--- config.mk ---
export PLATFORM = sky130hd
export DESIGN_NAME = dtc_timer
export DESIGN_NICKNAME = d
export VERILOG_FILES = /design/src/logic/dtc_pkg.sv /design/src/logic/dtc_timer.sv /design/src/logic/dtc_edge_sync.sv
export SDC_FILE = /design/constraint.sdc
export NUM_CORES = 1
export LEC_CHECK = 0
export BUFFER_PORTS_ARGS = -buffer_cell sky130_fd_sc_hd__buf_2
export CAP_MARGIN = 20
export CORE_MARGIN = 4
export CORE_UTILIZATION = 49
export CTS_CLUSTER_SIZE = 24
export DETAILED_ROUTE_END_ITERATION = 6
export GPL_TIMING_DRIVEN = 0
export PLACE_DENSITY_LB_ADDON = 0.2
export SLEW_MARGIN = 20
export SYNTH_ARGS = -nofsm -noshare
export SYNTH_HDL_FRONTEND = slang
export SYNTH_HIERARCHICAL = 1
export SYNTH_SLANG_ARGS = --single-unit
--- constraint.sdc ---
create_clock -name i_clock -period 2.3 [get_ports i_clock]
set_input_delay 0.575 -clock i_clock [delete_from_list [all_inputs] [get_ports i_clock]]
set_output_delay 0.575 -clock i_clock [all_outputs]
set_load 0.1 [all_outputs]
--- src/logic/dtc_pkg.sv ---
// Purpose: shared constants and carrier types for the dual 8-bit timer/event counter
// Assumes: one system clock, synchronous active-high reset
// Notes:   unit 0 is the lower unit, unit 1 the upper unit of a cascaded pair
package dtc_pkg;

    localparam int UNITS = 2;                      // number of 8-bit units
    localparam int LOWER = 0;                      // lower unit index
    localparam int UPPER = 1;                      // upper unit index
    localparam int PRESC_W = 7;                    // prescaler width

    localparam logic [7:0] COUNT_ZERO    = 8'h00;  // cleared counter value
    localparam logic [7:0] COUNT_ONE     = 8'h01;  // increment step
    localparam logic [7:0] COUNT_MAX     = 8'hFF;  // value before overflow
    localparam logic [7:0] COMPARE_RESET = 8'h00;  // compare value after reset
    localparam logic [7:0] MODE_RESET    = 8'h00;  // mode control after reset

    localparam logic [2:0] SEL_EVENT_RISE = 3'h0;  // count rising edges of the event pin
    localparam logic [2:0] SEL_EVENT_FALL = 3'h1;  // count falling edges of the event pin
    localparam logic [2:0] SEL_RESET      = 3'h0;  // clock select after reset

    localparam logic [PRESC_W-1:0] PRESC_ZERO = 7'h00;  // stopped prescaler
    localparam logic [PRESC_W-1:0] PRESC_ONE  = 7'h01;  // prescaler step

    // mode control register layout, bit 7 down to bit 0
    typedef struct packed {
        logic count_enable;                   // bit 7: run / stop-and-clear
        logic pwm_mode_select;                // bit 6: free-running pwm
        logic reserved5;                      // bit 5: reads as written
        logic cascade_select;                 // bit 4: upper unit only
        logic output_force_high;              // bit 3: one-shot set of wave flip-flop
        logic output_force_low;               // bit 2: one-shot clear of wave flip-flop
        logic active_level_or_toggle_enable;  // bit 1: pwm active low / toggle enable
        logic wave_output_enable;             // bit 0: pin driven by timer
    } dtc_mode_type;

    // software controls of one unit
    typedef struct packed {
        dtc_mode_type mode_wdata;    // mode control write data
        logic         mode_we;       // mode control write strobe
        logic [7:0]   compare_wdata; // compare value write data
        logic         compare_we;    // compare value write strobe
        logic [2:0]   clock_select;  // count clock selection level
    } dtc_ctrl_type;

    // readable state of one unit
    typedef struct packed {
        dtc_mode_type mode;          // mode control readback
        logic [7:0]   compare;       // compare value readback
        logic [7:0]   counter;       // live counter value
    } dtc_status_type;

endpackage

--- src/logic/dtc_timer.sv ---
// Purpose: two 8-bit timer/event counters with square-wave, pwm and cascade modes
// Assumes: software controls arrive as same-clock strobes and levels
// Notes:   clock select 2..7 counts every 2^(sel-1) system clocks
`timescale 1ns/100ps
`default_nettype none
module dtc_timer (
    input  wire logic                      i_clock,      // system clock, 25 MHz
    input  wire logic                      i_rst,        // synchronous reset, active high
    input  wire dtc_pkg::dtc_ctrl_type [1:0] i_ctrl,     // software controls per unit
    input  wire logic [1:0]                i_event_pin,  // external event pins
    input  wire logic [1:0]                i_port_latch, // port latch levels for port mode
    output dtc_pkg::dtc_status_type [1:0]  o_status,     // readable state per unit
    output logic [1:0]                     o_match_irq,  // match interrupt pulses
    output logic [1:0]                     o_wave_pin    // wave output pins
);
    // returns the prescaler tick for a clock select of 2..7
    function automatic logic presc_tick(input logic [dtc_pkg::PRESC_W-1:0] presc, input logic [2:0] sel);
        logic tick;
        tick = 1'b1;
        for (int i = 0; i < dtc_pkg::PRESC_W; i++) begin
            if (i < int'(sel) - 1) begin
                tick = tick & presc[i];
            end
        end
        return tick;
    endfunction

    logic [1:0] rise;                                  // synchronised rising edges
    logic [1:0] fall;                                  // synchronised falling edges

    // per-unit state
    dtc_pkg::dtc_mode_type [1:0]      mode_reg,  mode_next;   // mode control
    logic [1:0][7:0]                  cmp_reg,   cmp_next;    // compare values
    logic [1:0][7:0]                  cnt_reg,   cnt_next;    // counters
    logic [1:0][2:0]                  sel_reg,   sel_next;    // clock selects
    logic [1:0][dtc_pkg::PRESC_W-1:0] presc_reg, presc_next;  // prescalers
    logic [1:0]                       act_reg,   act_next;    // pwm active phase
    logic [1:0]                       wave_reg,  wave_next;   // wave flip-flops
    logic [1:0]                       irq_next;               // match pulses
    logic [1:0]                       pin_next;               // pin levels

    // working terms
    logic [1:0] pulse;                                 // count pulse per unit
    logic       cascade;                               // units joined
    logic       carry;                                 // lower wraps in cascade
    logic       match16;                               // sixteen-bit match

    // event pin edge detectors, one per unit
    for (genvar g = 0; g < dtc_pkg::UNITS; g++) begin : g_sync
        dtc_edge_sync u_sync (
            .i_clock (i_clock),
            .i_rst   (i_rst),
            .i_pin   (i_event_pin[g]),
            .o_rise  (rise[g]),
            .o_fall  (fall[g])
        );
    end

    // next-state logic for both units
    always_comb begin
        mode_next  = mode_reg;
        cmp_next   = cmp_reg;
        cnt_next   = cnt_reg;
        presc_next = presc_reg;
        act_next   = act_reg;
        wave_next  = wave_reg;
        irq_next   = 2'h0;
        pin_next   = 2'h0;
        pulse      = 2'h0;
        cascade    = mode_reg[dtc_pkg::UPPER].cascade_select;
        carry      = 1'b0;
        match16    = 1'b0;
        for (int u = 0; u < dtc_pkg::UNITS; u++) begin
            sel_next[u] = i_ctrl[u].clock_select;
            // pick the count pulse source
            if (sel_reg[u] == dtc_pkg::SEL_EVENT_RISE) begin
                pulse[u] = rise[u];
            end else if (sel_reg[u] == dtc_pkg::SEL_EVENT_FALL) begin
                pulse[u] = fall[u];
            end else begin
                pulse[u] = presc_tick(presc_reg[u], sel_reg[u]);
            end
            pulse[u] = pulse[u] & mode_reg[u].count_enable;
            // prescaler runs only while counting
            if (mode_reg[u].count_enable) begin
                presc_next[u] = presc_reg[u] + dtc_pkg::PRESC_ONE;
            end else begin
                presc_next[u] = dtc_pkg::PRESC_ZERO;
            end
        end
        // lower unit
        if (!mode_reg[dtc_pkg::LOWER].count_enable) begin
            cnt_next[dtc_pkg::LOWER] = dtc_pkg::COUNT_ZERO;
            act_next[dtc_pkg::LOWER] = 1'b0;
        end else if (cascade) begin
            match16 = {cnt_reg[dtc_pkg::UPPER], cnt_reg[dtc_pkg::LOWER]} ==
                      {cmp_reg[dtc_pkg::UPPER], cmp_reg[dtc_pkg::LOWER]};
            if (pulse[dtc_pkg::LOWER] && match16) begin
                cnt_next[dtc_pkg::LOWER] = dtc_pkg::COUNT_ZERO;
                irq_next[dtc_pkg::LOWER] = 1'b1;
                if (mode_reg[dtc_pkg::LOWER].active_level_or_toggle_enable) begin
                    wave_next[dtc_pkg::LOWER] = ~wave_reg[dtc_pkg::LOWER];
                end
            end else if (pulse[dtc_pkg::LOWER]) begin
                cnt_next[dtc_pkg::LOWER] = cnt_reg[dtc_pkg::LOWER] + dtc_pkg::COUNT_ONE;
                carry = cnt_reg[dtc_pkg::LOWER] == dtc_pkg::COUNT_MAX;
            end
        end else begin
            cnt_next[dtc_pkg::LOWER] = cnt_reg[dtc_pkg::LOWER];
        end
        // mode handling shared by both units, cascaded upper unit included
        for (int u = 0; u < dtc_pkg::UNITS; u++) begin
            if (u == dtc_pkg::UPPER && cascade) begin
                // upper unit follows the lower carry and ignores its own select
                if (!mode_reg[u].count_enable) begin
                    cnt_next[u] = dtc_pkg::COUNT_ZERO;
                end else if (match16 && pulse[dtc_pkg::LOWER]) begin
                    cnt_next[u] = dtc_pkg::COUNT_ZERO;
                end else if (carry) begin
                    cnt_next[u] = cnt_reg[u] + dtc_pkg::COUNT_ONE;
                    irq_next[u] = (cnt_reg[u] + dtc_pkg::COUNT_ONE) == cmp_reg[u];
                end
                act_next[u] = 1'b0;
            end else if (u == dtc_pkg::LOWER && cascade) begin
                cnt_next[u] = cnt_next[u];
            end else if (!mode_reg[u].count_enable) begin
                cnt_next[u] = dtc_pkg::COUNT_ZERO;
                act_next[u] = 1'b0;
            end else if (mode_reg[u].pwm_mode_select) begin
                // free-running pwm: active from overflow to compare match
                if (pulse[u]) begin
                    cnt_next[u] = cnt_reg[u] + dtc_pkg::COUNT_ONE;
                    if (cnt_reg[u] == dtc_pkg::COUNT_MAX) begin
                        act_next[u] = 1'b1;
                    end
                    if (cnt_next[u] == cmp_reg[u]) begin
                        act_next[u] = 1'b0;
                    end
                end
            end else if (pulse[u]) begin
                // clear and restart on match
                if (cnt_reg[u] == cmp_reg[u]) begin
                    cnt_next[u] = dtc_pkg::COUNT_ZERO;
                    irq_next[u] = 1'b1;
                    if (mode_reg[u].active_level_or_toggle_enable) begin
                        wave_next[u] = ~wave_reg[u];
                    end
                end else begin
                    cnt_next[u] = cnt_reg[u] + dtc_pkg::COUNT_ONE;
                end
            end
        end
        // software writes; a force command overrides a toggle in the same cycle
        for (int u = 0; u < dtc_pkg::UNITS; u++) begin
            if (i_ctrl[u].compare_we) begin
                cmp_next[u] = i_ctrl[u].compare_wdata;
            end
            if (i_ctrl[u].mode_we) begin
                mode_next[u] = i_ctrl[u].mode_wdata;
                mode_next[u].output_force_high = 1'b0;
                mode_next[u].output_force_low  = 1'b0;
                if (i_ctrl[u].mode_wdata.output_force_high && !i_ctrl[u].mode_wdata.output_force_low) begin
                    wave_next[u] = 1'b1;
                end else if (!i_ctrl[u].mode_wdata.output_force_high && i_ctrl[u].mode_wdata.output_force_low) begin
                    wave_next[u] = 1'b0;
                end
            end
            // pin: timer wave when enabled, port latch otherwise
            if (!mode_reg[u].wave_output_enable) begin
                pin_next[u] = i_port_latch[u];
            end else if (mode_reg[u].pwm_mode_select) begin
                pin_next[u] = act_next[u] ^ mode_reg[u].active_level_or_toggle_enable;
            end else begin
                pin_next[u] = wave_next[u];
            end
        end
    end

    // register stage
    always_ff @(posedge i_clock) begin
        if (i_rst) begin
            for (int u = 0; u < dtc_pkg::UNITS; u++) begin
                mode_reg[u]  <= dtc_pkg::MODE_RESET;
                cmp_reg[u]   <= dtc_pkg::COMPARE_RESET;
                cnt_reg[u]   <= dtc_pkg::COUNT_ZERO;
                sel_reg[u]   <= dtc_pkg::SEL_RESET;
                presc_reg[u] <= dtc_pkg::PRESC_ZERO;
            end
            act_reg     <= 2'h0;   // pwm starts inactive
            wave_reg    <= 2'h0;
            o_match_irq <= 2'h0;
            o_wave_pin  <= 2'h0;
        end else begin
            mode_reg    <= mode_next;
            cmp_reg     <= cmp_next;
            cnt_reg     <= cnt_next;
            sel_reg     <= sel_next;
            presc_reg   <= presc_next;
            act_reg     <= act_next;
            wave_reg    <= wave_next;
            o_match_irq <= irq_next;
            o_wave_pin  <= pin_next;
        end
    end

    // status mirrors registered state
    always_ff @(posedge i_clock) begin
        for (int u = 0; u < dtc_pkg::UNITS; u++) begin
            if (i_rst) begin
                o_status[u] <= '0;
            end else begin
                o_status[u].mode    <= mode_next[u];
                o_status[u].compare <= cmp_next[u];
                o_status[u].counter <= cnt_next[u];
            end
        end
    end

    for (genvar g = 0; g < dtc_pkg::UNITS; g++) begin : g_chk
        logic single;                                  // unit runs on its own
        assign single = !(cascade && (g == dtc_pkg::UPPER || g == dtc_pkg::LOWER)) || !cascade;

    end
endmodule
`default_nettype wire

--- src/logic/dtc_edge_sync.sv ---
// Purpose: synchronise the event pin and flag its edges
// Assumes: pin is asynchronous to i_clock
// Notes:   pulses appear three edges after the pin changes
`timescale 1ns/100ps
`default_nettype none
module dtc_edge_sync (
    input  wire logic i_clock,  // system clock
    input  wire logic i_rst,    // synchronous reset, active high
    input  wire logic i_pin,    // raw event pin
    output logic      o_rise,   // one-cycle rising-edge pulse
    output logic      o_fall    // one-cycle falling-edge pulse
);
    logic meta_reg,  meta_next;   // first synchroniser stage
    logic sync_reg,  sync_next;   // second synchroniser stage
    logic last_reg,  last_next;   // previous synchronised level
    logic rise_next, fall_next;   // edge pulses

    // next values; only the second stage reads the first
    always_comb begin
        meta_next = i_pin;
        sync_next = meta_reg;
        last_next = sync_reg;
        rise_next = sync_reg & ~last_reg;
        fall_next = ~sync_reg & last_reg;
    end

    // register stage
    always_ff @(posedge i_clock) begin
        if (i_rst) begin
            meta_reg <= 1'b0;
            sync_reg <= 1'b0;
            last_reg <= 1'b0;
            o_rise   <= 1'b0;
            o_fall   <= 1'b0;
        end else begin
            meta_reg <= meta_next;
            sync_reg <= sync_next;
            last_reg <= last_next;
            o_rise   <= rise_next;
            o_fall   <= fall_next;
        end
    end
endmodule
`default_nettype wire

==> results.md <==
Drt
- **routed wirelength normalized by instance count** 15.4 um
- **first-iteration detailed-routing DRC count** 176
- **number of vias per cell** 5.48
- **number of DRC violations after detailed routing** 0
- **total length of routed wires** 11.0 mm
- **Pre-antenna DRT Iters** 4
- **via count** 3910
- **DRT antenna net count** 0

Run status
- **violations in the final reports** negative setup slack
- **result of the run** finished, violations left

Floorplan
- **die extent in x** 101 um
- **Chip Height** 101 um
- **number of standard-cell rows in the floorplan** 33
- **initial cell density of the core** 0.513
- **core box area** 8340 sq um
- **Total Die Area** 10300 sq um
- **number of primary I/O pins** 100

Clocking
- **quantity of hold-fixing buffers added after cts** 0
- **clock latency on the worst-skew pair** 0.35 ns
- **CTS Buf Count** 9
- **H-tree depth** 3
- **post-CTS clock slew at the launch and capture registers of the worst setup and hold paths** 0.09 ns
- **clock tree from TritonCTS** done
- **count of clock tree sinks** 82
- **number of buffers on the longest clock path** 2
- **root buffer cell** sky130_fd_sc_hd__clkbuf_8

Timing
- **count of pins over their slew limit** 0
- **part of the cycle the worst path needs** 1.03
- **slack of the critical path** -0.0773 ns
- **minimum period implied by the final worst setup slack** 2.38 ns
- **max-slew headroom at the worst pin** 0.601
- **worst-margin pin slew** 0.598 ns
- **final hold viol count** 0
- **setup repair after global routing missed its margin** true
- **worst clock skew** 0.00926 ns
- **Final Setup Violations** 8
- **maximum clock frequency** 421 MHz

Finish
- **fin nets** 662
- **synth-to-layout area growth** 32.8%
- **core utilization of the finished layout** 0.681
- **final std cell area, no fill** 5680 sq um
- **total inserted antenna cells** 0
- **fill cell count** 672
- **ratio of cells with drive above 1 in the final layout** 0.395
- **filler-free cell count of the finished design** 713
- **flip-flop count of the largest register, all copies and words added** 44

Power and ir drop
- **Pwr Density** 591 nW/um^2
- **Max IR drop VDD** 0.330 mV
- **static power due to leakage** 0.00247 uW

Synthesis
- **warning count from the yosys run** 6
- **unique cell type count in the Yosys netlist** 69
- **register bit total from synthesis** 82
- **dominant register cell in the synthesized netlist** sky130_fd_sc_hd__dfxtp_1
- **summed instance area of the synthesized netlist** 4280 sq um
- **post-synthesis async set-or-reset flop share** 0
- **number of enable-type register cells in the synthesized netlist** 0
- **mean post-synth cell area** 8.87 sq um
- **share of synthesized area occupied by flip-flops and latches** 0.384
- **Synth Instances** 482

Setup path
- **r2r endpoint** o_wave_pin[0]
- **Worst Reg-to-Reg Cells** 8
- **WP data required** 2.53 ns
- **Reg-to-Reg Start** o_status[0]
- **critical setup path kind** reg2reg
- **Critical Path End Type** flop
- **crit path DAT** 2.61 ns
- **maximum fanout along the worst path** 8
- **Worst Setup Start Kind** flop
- **setup slack of the worst register-to-register path** -0.08 ns

Global route
- **vias in the first global route** 3797
- **total global-route track usage** 0.213
- **global-route wire length before repair** 17.7 mm
- **initial antenna violation count** 0
- **pin count of the biggest net entering global routing** 14
- **total overflow reported by the global router** 0

Worst hold path
- **worst-case hold path end point** g_sync[1].u_sync/o_rise
- **hold crit path type** reg2reg
- **startpoint of the worst hold path** g_sync[1].u_sync/last_reg
- **worst hold stages** 1

Run
- **max-cap check violation count** 0

Place
- **total placed cells including tap cells** 681
- **GP Congestion** 0.856
- **PortBufs** 91
- **standard cell area after detailed placement** 5010 sq um
- **DP Wirelength** 7.94 mm

worst max-delay path by stage:
stage | start | endpoint | slack, ns | cells past startpoint
after global routing | sel_reg[1] | o_wave_pin[0] | -0.21 | 9
after global placement | sel_reg[0] | o_status[4] | -0.39 | 9
after detailed placement | sel_reg[0] | o_status[4] | -0.46 | 9
after CTS | o_status[5] | o_wave_pin[0] | -0.14 | 7
after floorplan | o_status[4] | o_wave_pin[0] | -0.20 | 8
final | o_status[0] | o_wave_pin[0] | -0.08 | 8
routing by layer:
| layer | wire (um) | GRT usage |
|---|---|---|
| met2 | 5440 | 0.371 |
| met3 | 643 | 0.0434 |
| met1 | 4780 | 0.266 |
| met5 | 0 | 0 |
| met4 | 138 | 0.0573 |
critical path: stages (launching register included):
cell,delay (ns)
sky130_fd_sc_hd__dfxtp_4,0.38
sky130_fd_sc_hd__ha_1,0.30
sky130_fd_sc_hd__and3_2,0.32
sky130_fd_sc_hd__a31o_2,0.26
sky130_fd_sc_hd__a211oi_1,0.20
sky130_fd_sc_hd__nand4_1,0.17
sky130_fd_sc_hd__mux2_2,0.30
sky130_fd_sc_hd__o211ai_1,0.19
sky130_fd_sc_hd__o311ai_2,0.13
cell type report:
class / count / area [sq um] / share of cell area
timing repair buffer: 112 / 644 / 0.113
tap: 105 / 131 / 0.0231
sequential: 82 / 1730 / 0.305
buffer: 22 / 111 / 0.0196
clock buffer: 16 / 213 / 0.0374
multi-input combinational: 360 / 2790 / 0.491
inverter: 16 / 62.6 / 0.0110
logic make-up (layout without fill, tap and decap cells):
logic type      after synthesis  count (layout)  share of synthesized area
fa+ha+maj                    11              11                     0.0322
mux                          31              31                     0.0731
compound gates               82              82                      0.151
buf+inv                      43             166                     0.0436
simple gates                194             194                      0.237
flops                        82              82                      0.384
other cells                   1               4                   0.000877
xor+xnor                     38              38                     0.0778
where the power goes:
group,leakage (uW),switching (uW),internal [uW]
sequential,0.000690,50.5,1450
combinational,0.00168,508,239
clock,0.000107,518,586
total,0.00247,1080,2280
Yosys cell counts, drive strengths merged, types with 5 or more instances:
| master | n | share of area |
|---|---|---|
| a211oi | 5 | 0.0088 |
| a21o | 6 | 0.011 |
| a21oi | 16 | 0.019 |
| and2 | 6 | 0.0088 |
| and3 | 10 | 0.015 |
| buf | 9 | 0.013 |
| clkbuf | 18 | 0.016 |
| dfxtp | 82 | 0.38 |
| ha | 11 | 0.032 |
| inv | 16 | 0.014 |
| mux2i | 29 | 0.068 |
| nand2 | 18 | 0.016 |
| nand2b | 7 | 0.010 |
| nand3 | 17 | 0.020 |
| nand4 | 7 | 0.010 |
| nor2 | 73 | 0.064 |
| nor2b | 19 | 0.028 |
| nor3 | 11 | 0.016 |
| nor3b | 9 | 0.016 |
| o21ai | 7 | 0.0082 |
| or3 | 5 | 0.0079 |
| xnor2 | 18 | 0.037 |
| xor2 | 20 | 0.041 |
cell usage in the layout (no fill, tap or decap), types with 11 or more instances in the layout:
| master | Yosys | layout |
|---|---|---|
| sky130_fd_sc_hd__a21oi_1 | 16 | 11 |
| sky130_fd_sc_hd__buf_2 | 4 | 92 |
| sky130_fd_sc_hd__buf_4 | 5 | 20 |
| sky130_fd_sc_hd__clkbuf_1 | 17 | 17 |
| sky130_fd_sc_hd__clkbuf_8 | 0 | 11 |
| sky130_fd_sc_hd__dfxtp_1 | 82 | 45 |
| sky130_fd_sc_hd__dfxtp_2 | 0 | 20 |
| sky130_fd_sc_hd__dfxtp_4 | 0 | 17 |
| sky130_fd_sc_hd__inv_1 | 16 | 13 |
| sky130_fd_sc_hd__mux2i_1 | 29 | 28 |
| sky130_fd_sc_hd__nand2_1 | 18 | 16 |
| sky130_fd_sc_hd__nand3_1 | 17 | 16 |
| sky130_fd_sc_hd__nor2_1 | 73 | 71 |
| sky130_fd_sc_hd__nor2b_1 | 19 | 19 |
| sky130_fd_sc_hd__xnor2_1 | 18 | 16 |
| sky130_fd_sc_hd__xor2_1 | 20 | 17 |
metrics by stage:
| step | hold WS [ns] | setup slack, ns | TNS (ns) | power (uW) |
|---|---|---|---|---|
| final | 0.414 | -0.0773 | -0.234 | 3360 |
| after global routing | 0.429 | -0.211 | -1.80 | 3480 |
| after CTS | 0.415 | -0.139 | -0.491 | 3340 |
| after detailed placement | 0.407 | -0.461 | -6.36 | 2190 |
| after global placement | 0.394 | -0.386 | -5.25 | 2180 |
| after floorplan | 0.387 | -0.198 | -0.905 | 2050 |
what timing repair did:
item                                    in CTS  in global routing
endpoints found under the setup margin      21                 21
buffers inserted                            16                  5
pin swaps                                   22                 21
gates resized for setup                     38                 36
No activity file was read; power rests on OpenSTA's default activity.
